### config.mk
export PLATFORM = sky130hd
export DESIGN_NAME = aqsf_top
export DESIGN_NICKNAME = d
export VERILOG_FILES = /design/src/aqsf_pkg.sv /design/src/aqsf_top.sv /design/src/aqsf_sticky.sv /design/src/aqsf_qstate.sv
export SDC_FILE = /design/constraint.sdc
export NUM_CORES = 1
export LEC_CHECK = 0
export ABC_AREA = 1
export BUFFER_PORTS_ARGS = -buffer_cell sky130_fd_sc_hd__buf_2
export CORE_UTILIZATION = 48
export DETAILED_ROUTE_END_ITERATION = 12
export GPL_TIMING_DRIVEN = 0
export HOLD_SLACK_MARGIN = 0.12
export PLACE_DENSITY = 0.85
export SYNTH_ARGS = -nofsm -noshare
export SYNTH_HDL_FRONTEND = slang
export SYNTH_SLANG_ARGS = --single-unit
### constraint.sdc
create_clock -name clk_i -period 2 [get_ports clk_i]
set_input_delay 0 -clock clk_i [delete_from_list [all_inputs] [get_ports clk_i]]
set_output_delay 0 -clock clk_i [all_outputs]
set_load 0.02 [all_outputs]
### src/aqsf_pkg.sv
// Package for the queue status flag block: register map, field layout, codes.
// Assumes a 32-bit classic Wishbone slave port with word-aligned registers.
package aqsf_pkg;
	localparam int AQSF_AW = 4;
	localparam logic [AQSF_AW-1:0] AQSF_STATUS_OFF = 4'h0;
	localparam logic [AQSF_AW-1:0] AQSF_ENABLE_OFF = 4'h4;
	localparam int AQSF_DONE1_BIT = 15;
	localparam int AQSF_PAUSE1_BIT = 14;
	localparam int AQSF_DONE2_BIT = 13;
	localparam int AQSF_PAUSE2_BIT = 12;
	localparam int AQSF_TOR1_BIT = 11;
	localparam int AQSF_TOR2_BIT = 10;
	localparam int AQSF_QS_LSB = 6;
	localparam int AQSF_PTR_LSB = 0;
	localparam int AQSF_EN_DONE1_BIT = 0;
	localparam int AQSF_EN_PAUSE1_BIT = 1;
	localparam int AQSF_EN_DONE2_BIT = 2;
	localparam int AQSF_EN_PAUSE2_BIT = 3;
	localparam logic [3:0] AQSF_QS_RESET = 4'h0;
	localparam logic [5:0] AQSF_PTR_RESET = 6'h00;
	localparam logic [3:0] AQSF_EN_RESET = 4'h0;
	// Queue 2 sub-codes within the joint state field
	localparam logic [1:0] AQSF_Q2_IDLE = 2'h0;
	localparam logic [1:0] AQSF_Q2_PAUSED = 2'h1;
	localparam logic [1:0] AQSF_Q2_RUN = 2'h2;
	localparam logic [1:0] AQSF_Q2_PEND = 2'h3;
	// Queue 1 sub-codes
	localparam logic [1:0] AQSF_Q1_IDLE = 2'h0;
	localparam logic [1:0] AQSF_Q1_PAUSED = 2'h1;
	localparam logic [1:0] AQSF_Q1_RUN = 2'h2;
	typedef enum logic [1:0] {
		AQSF_BUS_IDLE,
		AQSF_BUS_ACK
	} aqsf_bus_t;
endpackage

### src/aqsf_top.sv
// Status register of a two-queue conversion scheduler with Wishbone access.
// Assumes queue engine events are single-cycle pulses on clk_i.
`timescale 1ns/1ps
module aqsf_top
	import aqsf_pkg::*;
(
	input wire logic clk_i,
	input wire logic rst_i,
	input wire logic cyc_i,
	input wire logic stb_i,
	input wire logic we_i,
	input wire logic [AQSF_AW-1:0] adr_i,
	input wire logic [3:0] sel_i,
	input wire logic [31:0] dat_i,
	output logic [31:0] dat_o,
	output logic ack_o,
	input wire logic stop_i,
	input wire logic freeze_i,
	input wire logic q1_last_done_i,
	input wire logic q2_last_done_i,
	input wire logic q1_pause_done_i,
	input wire logic q2_pause_done_i,
	input wire logic q1_gate_early_i,
	input wire logic q1_trigger_i,
	input wire logic q2_trigger_i,
	input wire logic q1_gate_eoq2_i,
	input wire logic q1_active_i,
	input wire logic q1_paused_i,
	input wire logic q2_active_i,
	input wire logic q2_paused_i,
	input wire logic q2_pending_i,
	input wire logic ptr_load_i,
	input wire logic [5:0] ptr_i,
	output logic q1_done_irq_o,
	output logic q1_pause_irq_o,
	output logic q2_done_irq_o,
	output logic q2_pause_irq_o
);
	typedef struct packed {
		aqsf_bus_t bus;
		logic [31:0] dat;
		logic [3:0] en;
		logic [5:0] ptr;
		logic [3:0] irq;
		logic q1_busy;
		logic q2_busy;
		logic ack;
	} aqsf_top_t;
	aqsf_top_t r;
	aqsf_top_t next_r;
	logic [5:0] flag_set;
	logic [5:0] flag_clr;
	logic [5:0] flags;
	logic [3:0] qs;
	logic wr_status;
	logic wr_enable;
	logic [15:0] status_word;
	logic q1_done_set;
	logic q2_done_set;

	// Stop resets every flag as a clear that nothing can override
	logic flag_rst;
	assign flag_rst = rst_i | stop_i;

	assign q1_done_set = q1_last_done_i;
	assign q2_done_set = q2_last_done_i;

	// Flag order: done1 pause1 done2 pause2 tor1 tor2
	always_comb begin
		flag_set[5] = q1_done_set;
		flag_set[4] = q1_pause_done_i | q1_gate_early_i;
		flag_set[3] = q2_done_set;
		flag_set[2] = q2_pause_done_i;
		// Overrun from an active, unfinished queue, or for queue 1 from the eoq2 gate while active; execution is untouched
		flag_set[1] = (q1_active_i & r.q1_busy & q1_trigger_i)
			| (q1_active_i & q1_gate_eoq2_i);
		flag_set[0] = q2_active_i & r.q2_busy & q2_trigger_i;
	end

	assign wr_status = (r.bus == AQSF_BUS_IDLE) & cyc_i & stb_i & we_i
		& (adr_i == AQSF_STATUS_OFF);
	assign wr_enable = (r.bus == AQSF_BUS_IDLE) & cyc_i & stb_i & we_i
		& (adr_i == AQSF_ENABLE_OFF);

	always_comb begin
		flag_clr = '0;
		if (wr_status & sel_i[1]) begin
			// Ones are ignored, zeros clear
			flag_clr[5] = ~dat_i[AQSF_DONE1_BIT];
			flag_clr[4] = ~dat_i[AQSF_PAUSE1_BIT];
			flag_clr[3] = ~dat_i[AQSF_DONE2_BIT];
			flag_clr[2] = ~dat_i[AQSF_PAUSE2_BIT];
			flag_clr[1] = ~dat_i[AQSF_TOR1_BIT];
			flag_clr[0] = ~dat_i[AQSF_TOR2_BIT];
		end
	end

	genvar gi;
	generate
		for (gi = 0; gi < 6; gi++) begin : g_flag
			aqsf_sticky u_flag (
				.clk_i(clk_i),
				.rst_i(flag_rst),
				.set_i(flag_set[gi]),
				.clr_i(flag_clr[gi]),
				.flag_o(flags[gi])
			);
		end
	endgenerate

	aqsf_qstate u_qstate (
		.clk_i(clk_i),
		.rst_i(rst_i),
		.stop_i(stop_i),
		.freeze_i(freeze_i),
		.q1_active_i(q1_active_i),
		.q1_paused_i(q1_paused_i),
		.q2_active_i(q2_active_i),
		.q2_paused_i(q2_paused_i),
		.q2_pending_i(q2_pending_i),
		.qs_o(qs)
	);

	always_comb begin
		status_word = '0;
		status_word[AQSF_DONE1_BIT] = flags[5];
		status_word[AQSF_PAUSE1_BIT] = flags[4];
		status_word[AQSF_DONE2_BIT] = flags[3];
		status_word[AQSF_PAUSE2_BIT] = flags[2];
		status_word[AQSF_TOR1_BIT] = flags[1];
		status_word[AQSF_TOR2_BIT] = flags[0];
		status_word[AQSF_QS_LSB +: 4] = qs;
		status_word[AQSF_PTR_LSB +: 6] = r.ptr;
	end

	always_comb begin
		next_r = r;
		// Busy marks a scan that has started and not yet completed or paused
		if (q1_last_done_i | q1_pause_done_i | !q1_active_i) begin
			next_r.q1_busy = 1'b0;
		end else if (q1_trigger_i) begin
			next_r.q1_busy = 1'b1;
		end
		if (q2_last_done_i | q2_pause_done_i | !q2_active_i) begin
			next_r.q2_busy = 1'b0;
		end else if (q2_trigger_i) begin
			next_r.q2_busy = 1'b1;
		end
		// Pointer has no bus write path
		if (stop_i) begin
			next_r.ptr = AQSF_PTR_RESET;
		end else if (ptr_load_i & !freeze_i) begin
			next_r.ptr = ptr_i;
		end
		if (stop_i) begin
			next_r.en = AQSF_EN_RESET;
		end else if (wr_enable & sel_i[0]) begin
			next_r.en = dat_i[3:0];
		end
		next_r.irq[3] = flags[5] & r.en[AQSF_EN_DONE1_BIT];
		next_r.irq[2] = flags[4] & r.en[AQSF_EN_PAUSE1_BIT];
		next_r.irq[1] = flags[3] & r.en[AQSF_EN_DONE2_BIT];
		next_r.irq[0] = flags[2] & r.en[AQSF_EN_PAUSE2_BIT];
		// Ack kept as its own flop so the pin carries no decode logic
		next_r.ack = 1'b0;
		case (r.bus)
			AQSF_BUS_IDLE: begin
				if (cyc_i & stb_i) begin
					next_r.bus = AQSF_BUS_ACK;
					next_r.ack = 1'b1;
					next_r.dat = '0;
					if (!we_i) begin
						if (adr_i == AQSF_STATUS_OFF) begin
							next_r.dat = {16'h0000, status_word};
						end else if (adr_i == AQSF_ENABLE_OFF) begin
							next_r.dat = {28'h0000000, r.en};
						end
					end
				end
			end
			AQSF_BUS_ACK: begin
				next_r.bus = AQSF_BUS_IDLE;
			end
			default: begin
				next_r.bus = AQSF_BUS_IDLE;
			end
		endcase
	end

	always_ff @(posedge clk_i) begin
		if (rst_i) begin
			r <= '0;
		end else begin
			r <= next_r;
		end
	end

	assign dat_o = r.dat;
	assign ack_o = r.ack;
	assign q1_done_irq_o = r.irq[3];
	assign q1_pause_irq_o = r.irq[2];
	assign q2_done_irq_o = r.irq[1];
	assign q2_pause_irq_o = r.irq[0];
endmodule // aqsf_top

### src/aqsf_sticky.sv
// One sticky flag: hardware set wins over a software clear by zero.
// Assumes set and clear are single-cycle pulses on the same clock.
`timescale 1ns/1ps
module aqsf_sticky
	import aqsf_pkg::*;
(
	input wire logic clk_i,
	input wire logic rst_i,
	input wire logic set_i,
	input wire logic clr_i,
	output logic flag_o
);
	typedef struct packed {
		logic flag;
	} aqsf_sticky_t;
	aqsf_sticky_t r;
	aqsf_sticky_t next_r;
	always_comb begin
		next_r = r;
		if (set_i) begin
			next_r.flag = 1'b1;
		end else if (clr_i) begin
			next_r.flag = 1'b0;
		end
	end
	always_ff @(posedge clk_i) begin
		if (rst_i) begin
			r <= '0;
		end else begin
			r <= next_r;
		end
	end
	assign flag_o = r.flag;
endmodule // aqsf_sticky

### src/aqsf_qstate.sv
// Joint queue state field encoder, held during freeze and cleared in stop.
// Assumes per-queue state inputs come from the queue engine on this clock.
`timescale 1ns/1ps
module aqsf_qstate
	import aqsf_pkg::*;
(
	input wire logic clk_i,
	input wire logic rst_i,
	input wire logic stop_i,
	input wire logic freeze_i,
	input wire logic q1_active_i,
	input wire logic q1_paused_i,
	input wire logic q2_active_i,
	input wire logic q2_paused_i,
	input wire logic q2_pending_i,
	output logic [3:0] qs_o
);
	typedef struct packed {
		logic [3:0] qs;
	} aqsf_qstate_t;
	aqsf_qstate_t r;
	aqsf_qstate_t next_r;
	logic [1:0] q1;
	logic [1:0] q2;
	always_comb begin
		q1 = AQSF_Q1_IDLE;
		q2 = AQSF_Q2_IDLE;
		if (q1_active_i) begin
			q1 = AQSF_Q1_RUN;
		end else if (q1_paused_i) begin
			q1 = AQSF_Q1_PAUSED;
		end
		// Queue 2 code ignores queue 1; pending outranks running, which outranks paused
		if (q2_pending_i) begin
			q2 = AQSF_Q2_PEND;
		end else if (q2_active_i) begin
			q2 = AQSF_Q2_RUN;
		end else if (q2_paused_i) begin
			q2 = AQSF_Q2_PAUSED;
		end
		next_r = r;
		if (stop_i) begin
			next_r.qs = AQSF_QS_RESET;
		end else if (!freeze_i) begin
			next_r.qs = {q1, q2};
		end
	end
	always_ff @(posedge clk_i) begin
		if (rst_i) begin
			r <= '0;
		end else begin
			r <= next_r;
		end
	end
	assign qs_o = r.qs;
endmodule // aqsf_qstate

==> results of run 1 <==
worst max-delay path by stage:
stage	startpoint	end	slack, ps	cells past startpoint
after floorplan	r[49]$_SDFFE_PP0P_	g_flag[0].u_flag.flag_o$_SDFFE_PP0P_	870	7
after global placement	r[49]$_SDFFE_PP0P_	g_flag[2].u_flag.flag_o$_SDFFE_PP0P_	740	7
final	r[49]$_SDFFE_PP0P_	g_flag[0].u_flag.flag_o$_SDFFE_PP0P_	90	8
after global routing	r[49]$_SDFFE_PP0P_	g_flag[2].u_flag.flag_o$_SDFFE_PP0P_	30	8
after detailed placement	r[49]$_SDFFE_PP0P_	g_flag[1].u_flag.flag_o$_SDFFE_PP0P_	710	7
after CTS	r[49]$_SDFFE_PP0P_	g_flag[2].u_flag.flag_o$_SDFFE_PP0P_	110	8
tightest hold or removal path: cells and delay by family:
| kind | cells | cell delay, ps |
|---|---|---|
| buffers and inverters | 2 | 230 |
| AND/OR/NAND/NOR | 2 | 150 |
state kept, by name, summed over array words and instances (netlist names):
signal and count:
q1_pause_irq_o 1, g_flag.u_flag.flag_o 6, q2_done_irq_o 1, u_qstate.qs_o 4
dat_o 16, ack_o 1, q2_pause_irq_o 1, r 13
q1_done_irq_o 1
layout by cell type, fill, tap and decap left out, drive strengths merged:
| cell type | instances |
|---|---|
| bufinv | 1 |
| inv | 22 |
| nand2 | 48 |
| nor4 | 1 |
| buf | 99 |
| clkbuf | 9 |
| a211oi | 1 |
| dfxtp | 44 |
| dlygate4sd3 | 38 |
| nor2 | 35 |
| nand3 | 31 |
| a21oi | 19 |
| o21ai | 12 |
| conb | 16 |
| a31oi | 2 |
| nor3 | 5 |
metal layers:
layer | vias up | global-route usage, %
met2 | 105 | 46.56
li1 | 1026 | -
met3 | 21 | 4.514
met5 | - | 0
met1 | 928 | 28.88
met4 | 0 | 17.12
logic make-up after synthesis:
| kind of cell | share of synthesized area, % |
|---|---|
| AO/OA/AOI/OAI | 8.986 |
| buffers and inverters | 18.36 |
| flip-flops | 45.19 |
| other | 0.1924 |
| AND/OR/NAND/NOR | 27.28 |
power groups by stage:
stage,clock network [µW],registers (µW),logic [µW]
finish,732,901,242
global route,768,902,264
CTS,728,900,230
detailed placement,0,920,180
global placement,0,920,176
floorplan,0,918,116
timing repair:
action                                 CTS  global route
endpoints found under the hold margin   28             0
hold buffers                            38             0
setup endpoints to repair                0             4
resized for setup                        0             1
stage by stage:
| step | setup slack [ps] | util, % | hold slack, ps |
|---|---|---|---|
| final | 95.00 | 76.71 | 119.8 |
| after global routing | 32.84 | 76.71 | 174.8 |
| after CTS | 111.9 | 76.58 | 122.3 |
| after detailed placement | 714.9 | 63.14 | 194.8 |
| after global placement | 743.6 | 63.14 | 182.0 |
| after floorplan | 872.0 | - | 75.48 |
area by class of cell:
cell class / instances / area share (%)
plain buffers: 38 / 9.516
clock buffers: 7 / 3.330
clock inverters: 1 / 1.038
inverters: 22 / 2.855
multi-input cells: 170 / 26.69
flip-flops and latches: 44 / 30.45
well taps: 48 / 2.076
repair buffers: 101 / 24.05
==> results_dict.tcl, run 1 <==
set metrics [dict create \
    root_buffer "clkbuf_8" \
    die_h_um 65.73 \
    post_cts_buffers 0 \
    worstSetupPathType "reg -> reg" \
    synth.most_common_cell "nand2_1" \
    num_rows 22 \
    via_per_inst 4.826 \
    comb_power_share_pct 12.9 \
    ios 104 \
    antenna_found_initial 0 \
    die_x_um 65.73 \
    fin_crit_sh_pct 95.25 \
    clock_skew_ps 5.571 \
    crit_family "buffers and inverters" \
    placed_cell_area_um2 2381 \
    ys_seq_area_share_pct 45.19 \
    syn-instance-count 259 \
    yosys.area.top_type_share_pct 45.19 \
    seqPwrFrac_pct 48.0 \
    endpoint_kind "flip-flop" \
    slew_violations 0 \
    synth_top_flop_cell "dfxtp_1" \
    ant_nets 0 \
    dp.cells 385 \
    pwr-share-clk_pct 39.1 \
    wl_met3_um 339 \
    crit_slowest_cell "dlygate4sd3_1" \
    final.setup.tns_ps 0 \
    startpoint_type "flip-flop" \
    required_ps 2180 \
    dr_wl_met2_um 2712 \
    grt_util_all_layers_pct 26.47 \
    drt-met1-wl_um 2040 \
    cp_cell_sequence "inv_1 > nand3_1 > buf_4 > nor2_4 > nand3_1 > nand2_1 > a21oi_1 > dlygate4sd3_1" \
    io_buffers 63 \
    drt_iter0_markers 116 \
    finalHoldViolations 0 \
    grt_pass1_wl_um 8473 \
    cpPeakStageDelay_ps 560 \
    pwr_density_cell_nw_per_um2 648.2 \
    hpwl_um 3352 \
    areaGrowthSynthToFinish_pct 48.40 \
    synth_area_leaders "dfxtp_1 45%, buf_4 13%, nand2_1 9.1%, nand3_1 8.0%, nor2_1 5.6%" \
    cp.arrival_ps 2090 \
    reg2reg_from "r[49]$_SDFFE_PP0P_" \
    synth.largest_area_cell "dfxtp_1" \
    final_nets 449 \
    outcome "completed" \
    drc 0 \
    clkSinkCount 44 \
    cp_num_buf_inv 3 \
    multi_input_area_um2 772.0 \
    yosysUniqueCellTypes 21 \
    leakage_uw 0.001454 \
    syn_area_per_cell_um2 7.527 \
    ir_drop_mv 0.4585 \
    final_cell_area_um2 2893 \
    min_path_cells 4 \
    reg2reg_to "g_flag[0].u_flag.flag_o$_SDFFE_PP0P_" \
    clk_latency_ps 290 \
    netSwitchingPower_uw 428.5 \
    rrSetupSlack_ps 90 \
    firstDrtPassIters 4 \
    min-delay-path-class "in -> reg" \
    hold_path_end "dat_o[12]$_SDFFE_PP0P_" \
    drive_gt1_share_pct 29.77 \
    rsz0062_at_grt "no" \
    overflow 0 \
    num-fill-cells 257 \
    cts_buffers 5 \
    fin_crit_ps 1905 \
    fin_cells 431 \
    reg2regPathDepth 8 \
    wl_per_cell_um 12.31 \
    drv_cap 0 \
    grt_pass1_vias 1942 \
    dr.max_layer_used "met4" \
    hp-start "rst_i" \
    cts_tree "done" \
    die-area_um2 4320 \
    setup_viol 0 \
    synth-edff-count 0 \
    h-tree-depth 2 \
    routed_wl_um 5305 \
    clock.fmax_mhz 524.9 \
    yosys_warnings 0 \
    routed-via-count 2080 \
    register_area_um2 880.8 \
    n_antenna_cell 0 \
    swShare_pct 22.85 \
    place_congestion 0.9263 \
    total_power_uw 1875 \
    synth-seq-cells 44 \
    grt_max_degree 14 \
    synthArstFlopShare_pct 0 \
    initial_utilization_pct 51.69 \
    ys_top_cells_by_count "47 x nand2_1, 44 x dfxtp_1, 33 x buf_4" \
    clock_path_buffers 2 \
    worst_path_most_repeated_cell "nand3_1" \
    syn_area_um2 1949 \
    worst-path-max-fanout 10 \
    cts.clk_slew.worst_paths_ps 80 \
    p_int_uw 1447 \
    core_um2 3771 \
]
(Power assumes the default switching activity.)
==> inputs of run 2 (changes only) <==
--- a/config.mk
+++ b/config.mk
@@ -11,7 +11,8 @@
 export DETAILED_ROUTE_END_ITERATION = 12
 export GPL_TIMING_DRIVEN = 0
 export HOLD_SLACK_MARGIN = 0.12
-export PLACE_DENSITY = 0.85
+export PLACE_DENSITY = 0.84
 export SYNTH_ARGS = -nofsm -noshare
 export SYNTH_HDL_FRONTEND = slang
+export SYNTH_HIERARCHICAL = 1
 export SYNTH_SLANG_ARGS = --single-unit
==> constraint.sdc (replaced) <==
create_clock -name clk_i -period 2 [get_ports clk_i]
set_input_delay 0.4 -clock clk_i [delete_from_list [all_inputs] [get_ports clk_i]]
set_output_delay 0.4 -clock clk_i [all_outputs]
set_load 0.02 [all_outputs]
==> run 2 against run 1 <==
Non-clock buffer count is 37 lower. Critical endpoint is now g_flag[0].u_flag/flag_o$_SDFFE_PP0P_. Synthesized cell count is 6.2% higher. Sequential power hardly changed. Clock skew is 1.5 ps lower. Wire length is 23% lower. Worst setup slack better by 500 ps. Clock-buffer cell count stayed put. Critical path depth stayed put. Combinational power is 23% lower. Register-to-register slack better by 500 ps. Cell count is 4.9% lower. Highest routed layer unchanged.
==> results_dict.tcl, run 2 <==
set metrics [dict create \
    clock_skew_ps 4.107 \
    final_common_cell "buf_2" \
    root_buffer "clkbuf_8" \
    drv_cap 0 \
    syn_area_per_cell_um2 7.384 \
    drt_iter0_markers 84 \
    yosys_warnings 6 \
    synth_top_flop_cell "dfxtp_1" \
    h-tree-depth 2 \
    ios 104 \
    drive_gt1_share_pct 34.72 \
    synth-edff-count 0 \
    firstDrtPassIters 4 \
    cts_tree "done" \
    n_antenna_cell 0 \
    io_buffers 63 \
    setup_viol 0 \
    min-delay-path-class "in -> reg" \
    grt_util_all_layers_pct 19.38 \
    syn_area_um2 2031 \
    finalHoldViolations 0 \
    synth.largest_area_cell "dfxtp_1" \
    drc 0 \
    outcome "completed" \
    routed_wl_um 4101 \
    post_cts_buffers 0 \
    overflow 0 \
    core_um2 4029 \
    ir_drop_mv 0.4708 \
    fin_crit_sh_pct 70.39 \
    final_cell_mix "66 x buf_2, 59 x nand2_1, 44 x nor2_1, 44 x dfxtp_1, 33 x buf_4" \
    ant_nets 0 \
    synthArstFlopShare_pct 0 \
    place_congestion 0.8877 \
    cts_hold_buffers 0 \
    ys_seq_area_share_pct 43.38 \
    worst-path-max-fanout 6 \
    dp.cells 403 \
    via_per_inst 4.395 \
    required_ps 2180 \
    final.setup.tns_ps 0 \
    routed-via-count 1802 \
    final_cell_area_um2 2561 \
    final_nets 427 \
    hpwl_um 3228 \
    worstSetupPathType "reg -> reg" \
    total_power_uw 1674 \
    largest_reg_flops 16 \
    synth_area_leaders "dfxtp_1 43%, buf_4 12%, nand2_1 11%, nor2_1 8.1%, inv_1 5.2%" \
    synth.most_common_cell "nand2_1" \
    num_rows 23 \
    cp.arrival_ps 1580 \
    cts.clk_slew.worst_paths_ps 70 \
    cts_buffers 5 \
    die_x_um 67.05 \
    grt_pass1_wl_um 6382 \
    endpoint_kind "flip-flop" \
    clk_latency_ps 290 \
    die-area_um2 4495 \
    areaGrowthSynthToFinish_pct 26.12 \
    fin_cells 410 \
    antenna_found_initial 0 \
    wl_per_cell_um 10.00 \
    fin_crit_ps 1408 \
    clock.fmax_mhz 710.3 \
    placed_cell_area_um2 2465 \
    syn-instance-count 275 \
    pwr_density_cell_nw_per_um2 653.6 \
    startpoint_type "flip-flop" \
    clock_path_buffers 2 \
    grt_pass1_vias 1476 \
    die_h_um 67.05 \
    cts-resized-gates 0 \
    clkSinkCount 44 \
    yosysUniqueCellTypes 23 \
    synth-seq-cells 44 \
    slew_violations 0 \
    ys_top_cells_by_count "59 x nand2_1, 44 x dfxtp_1, 44 x nor2_1" \
    rsz0062_at_grt "no" \
    yosys.area.top_type_share_pct 43.38 \
    leakage_uw 0.001280 \
    rrSetupSlack_ps 590 \
    grt_max_degree 13 \
    initial_utilization_pct 50.40 \
]
==> run 2: changes by cell type after synthesis, moves of 4 or more <==
cell / previous run / this run
inv_1: 22 / 28
nand2_1: 47 / 59
nand3_1: 31 / 8
nor2_1: 29 / 44
nor2_4: 1 / 5
a21oi_2: 0 / 7
==> run 2: stage by stage <==
step / setup WS (ps) / hold slack, ps / util (%)
after CTS: 586.0 / 274.3 / 63.57
after detailed placement: 407.4 / 443.8 / 61.18
after global placement: 446.0 / 440.4 / 61.18
after global routing: 491.7 / 291.1 / 63.57
after floorplan: 749.8 / 419.8 / -
final: 592.2 / 280.1 / 63.57
==> run 2: final cells by class <==
type                    instances  area [µm²]
inverters                      29       108.9
repair buffers                 63       315.3
clock buffers                   7       96.34
flip-flops and latches         44       880.8
multi-input cells             178       815.8
plain buffers                  39       281.5
fillers                       363        1468
well taps                      50       62.56
==> run 2: cells by family after synthesis <==
logic type,count (synthesis),share of synthesized area (%)
flops,44,43.38
buf+inv,68,19.22
simple gates,127,27.17
other cells,1,0.1847
compound gates,35,10.04
==> run 2: metal layers <==
layer | vias up | GRT usage, % | part of all wire, %
met4 | 0 | 9.309 | 1.6
met2 | 49 | 31.00 | 48
met1 | 778 | 24.09 | 46
li1 | 970 | - | -
met3 | 5 | 4.623 | 4.6
met5 | - | 0 | 0
==> run 2: path summary, 6_finish.rpt <==
path,startpoint,endpoint,cells after the start
max reg2reg,r[49]$_SDFFE_PP0N_,g_flag[0].u_flag/flag_o$_SDFFE_PP0P_,8
min reg2reg,r[16]$_SDFFE_PP0P_,q2_pause_irq_o$_SDFF_PP0_,2
max,r[49]$_SDFFE_PP0N_,g_flag[0].u_flag/flag_o$_SDFFE_PP0P_,8
min,q1_last_done_i,r[2]$_SDFFE_PP0P_,2
==> run 2: worst max-delay path, cell delays in order (launching register included) <==
cell and delay, ps:
dfxtp_1 330, inv_1 50, nand4_1 200, inv_1 110, nand4_1 250, nor2_1 180
inv_1 60, nand2_1 70, a21oi_2 50
==> run 2: power breakdown <==
| part | total, µW | internal, µW | switching [µW] |
|---|---|---|---|
| sequential | 900 | 890 | 9.54 |
| clock | 588 | 307 | 280 |
| combinational | 187 | 76.8 | 110 |
| total | 1670 | 1270 | 400 |
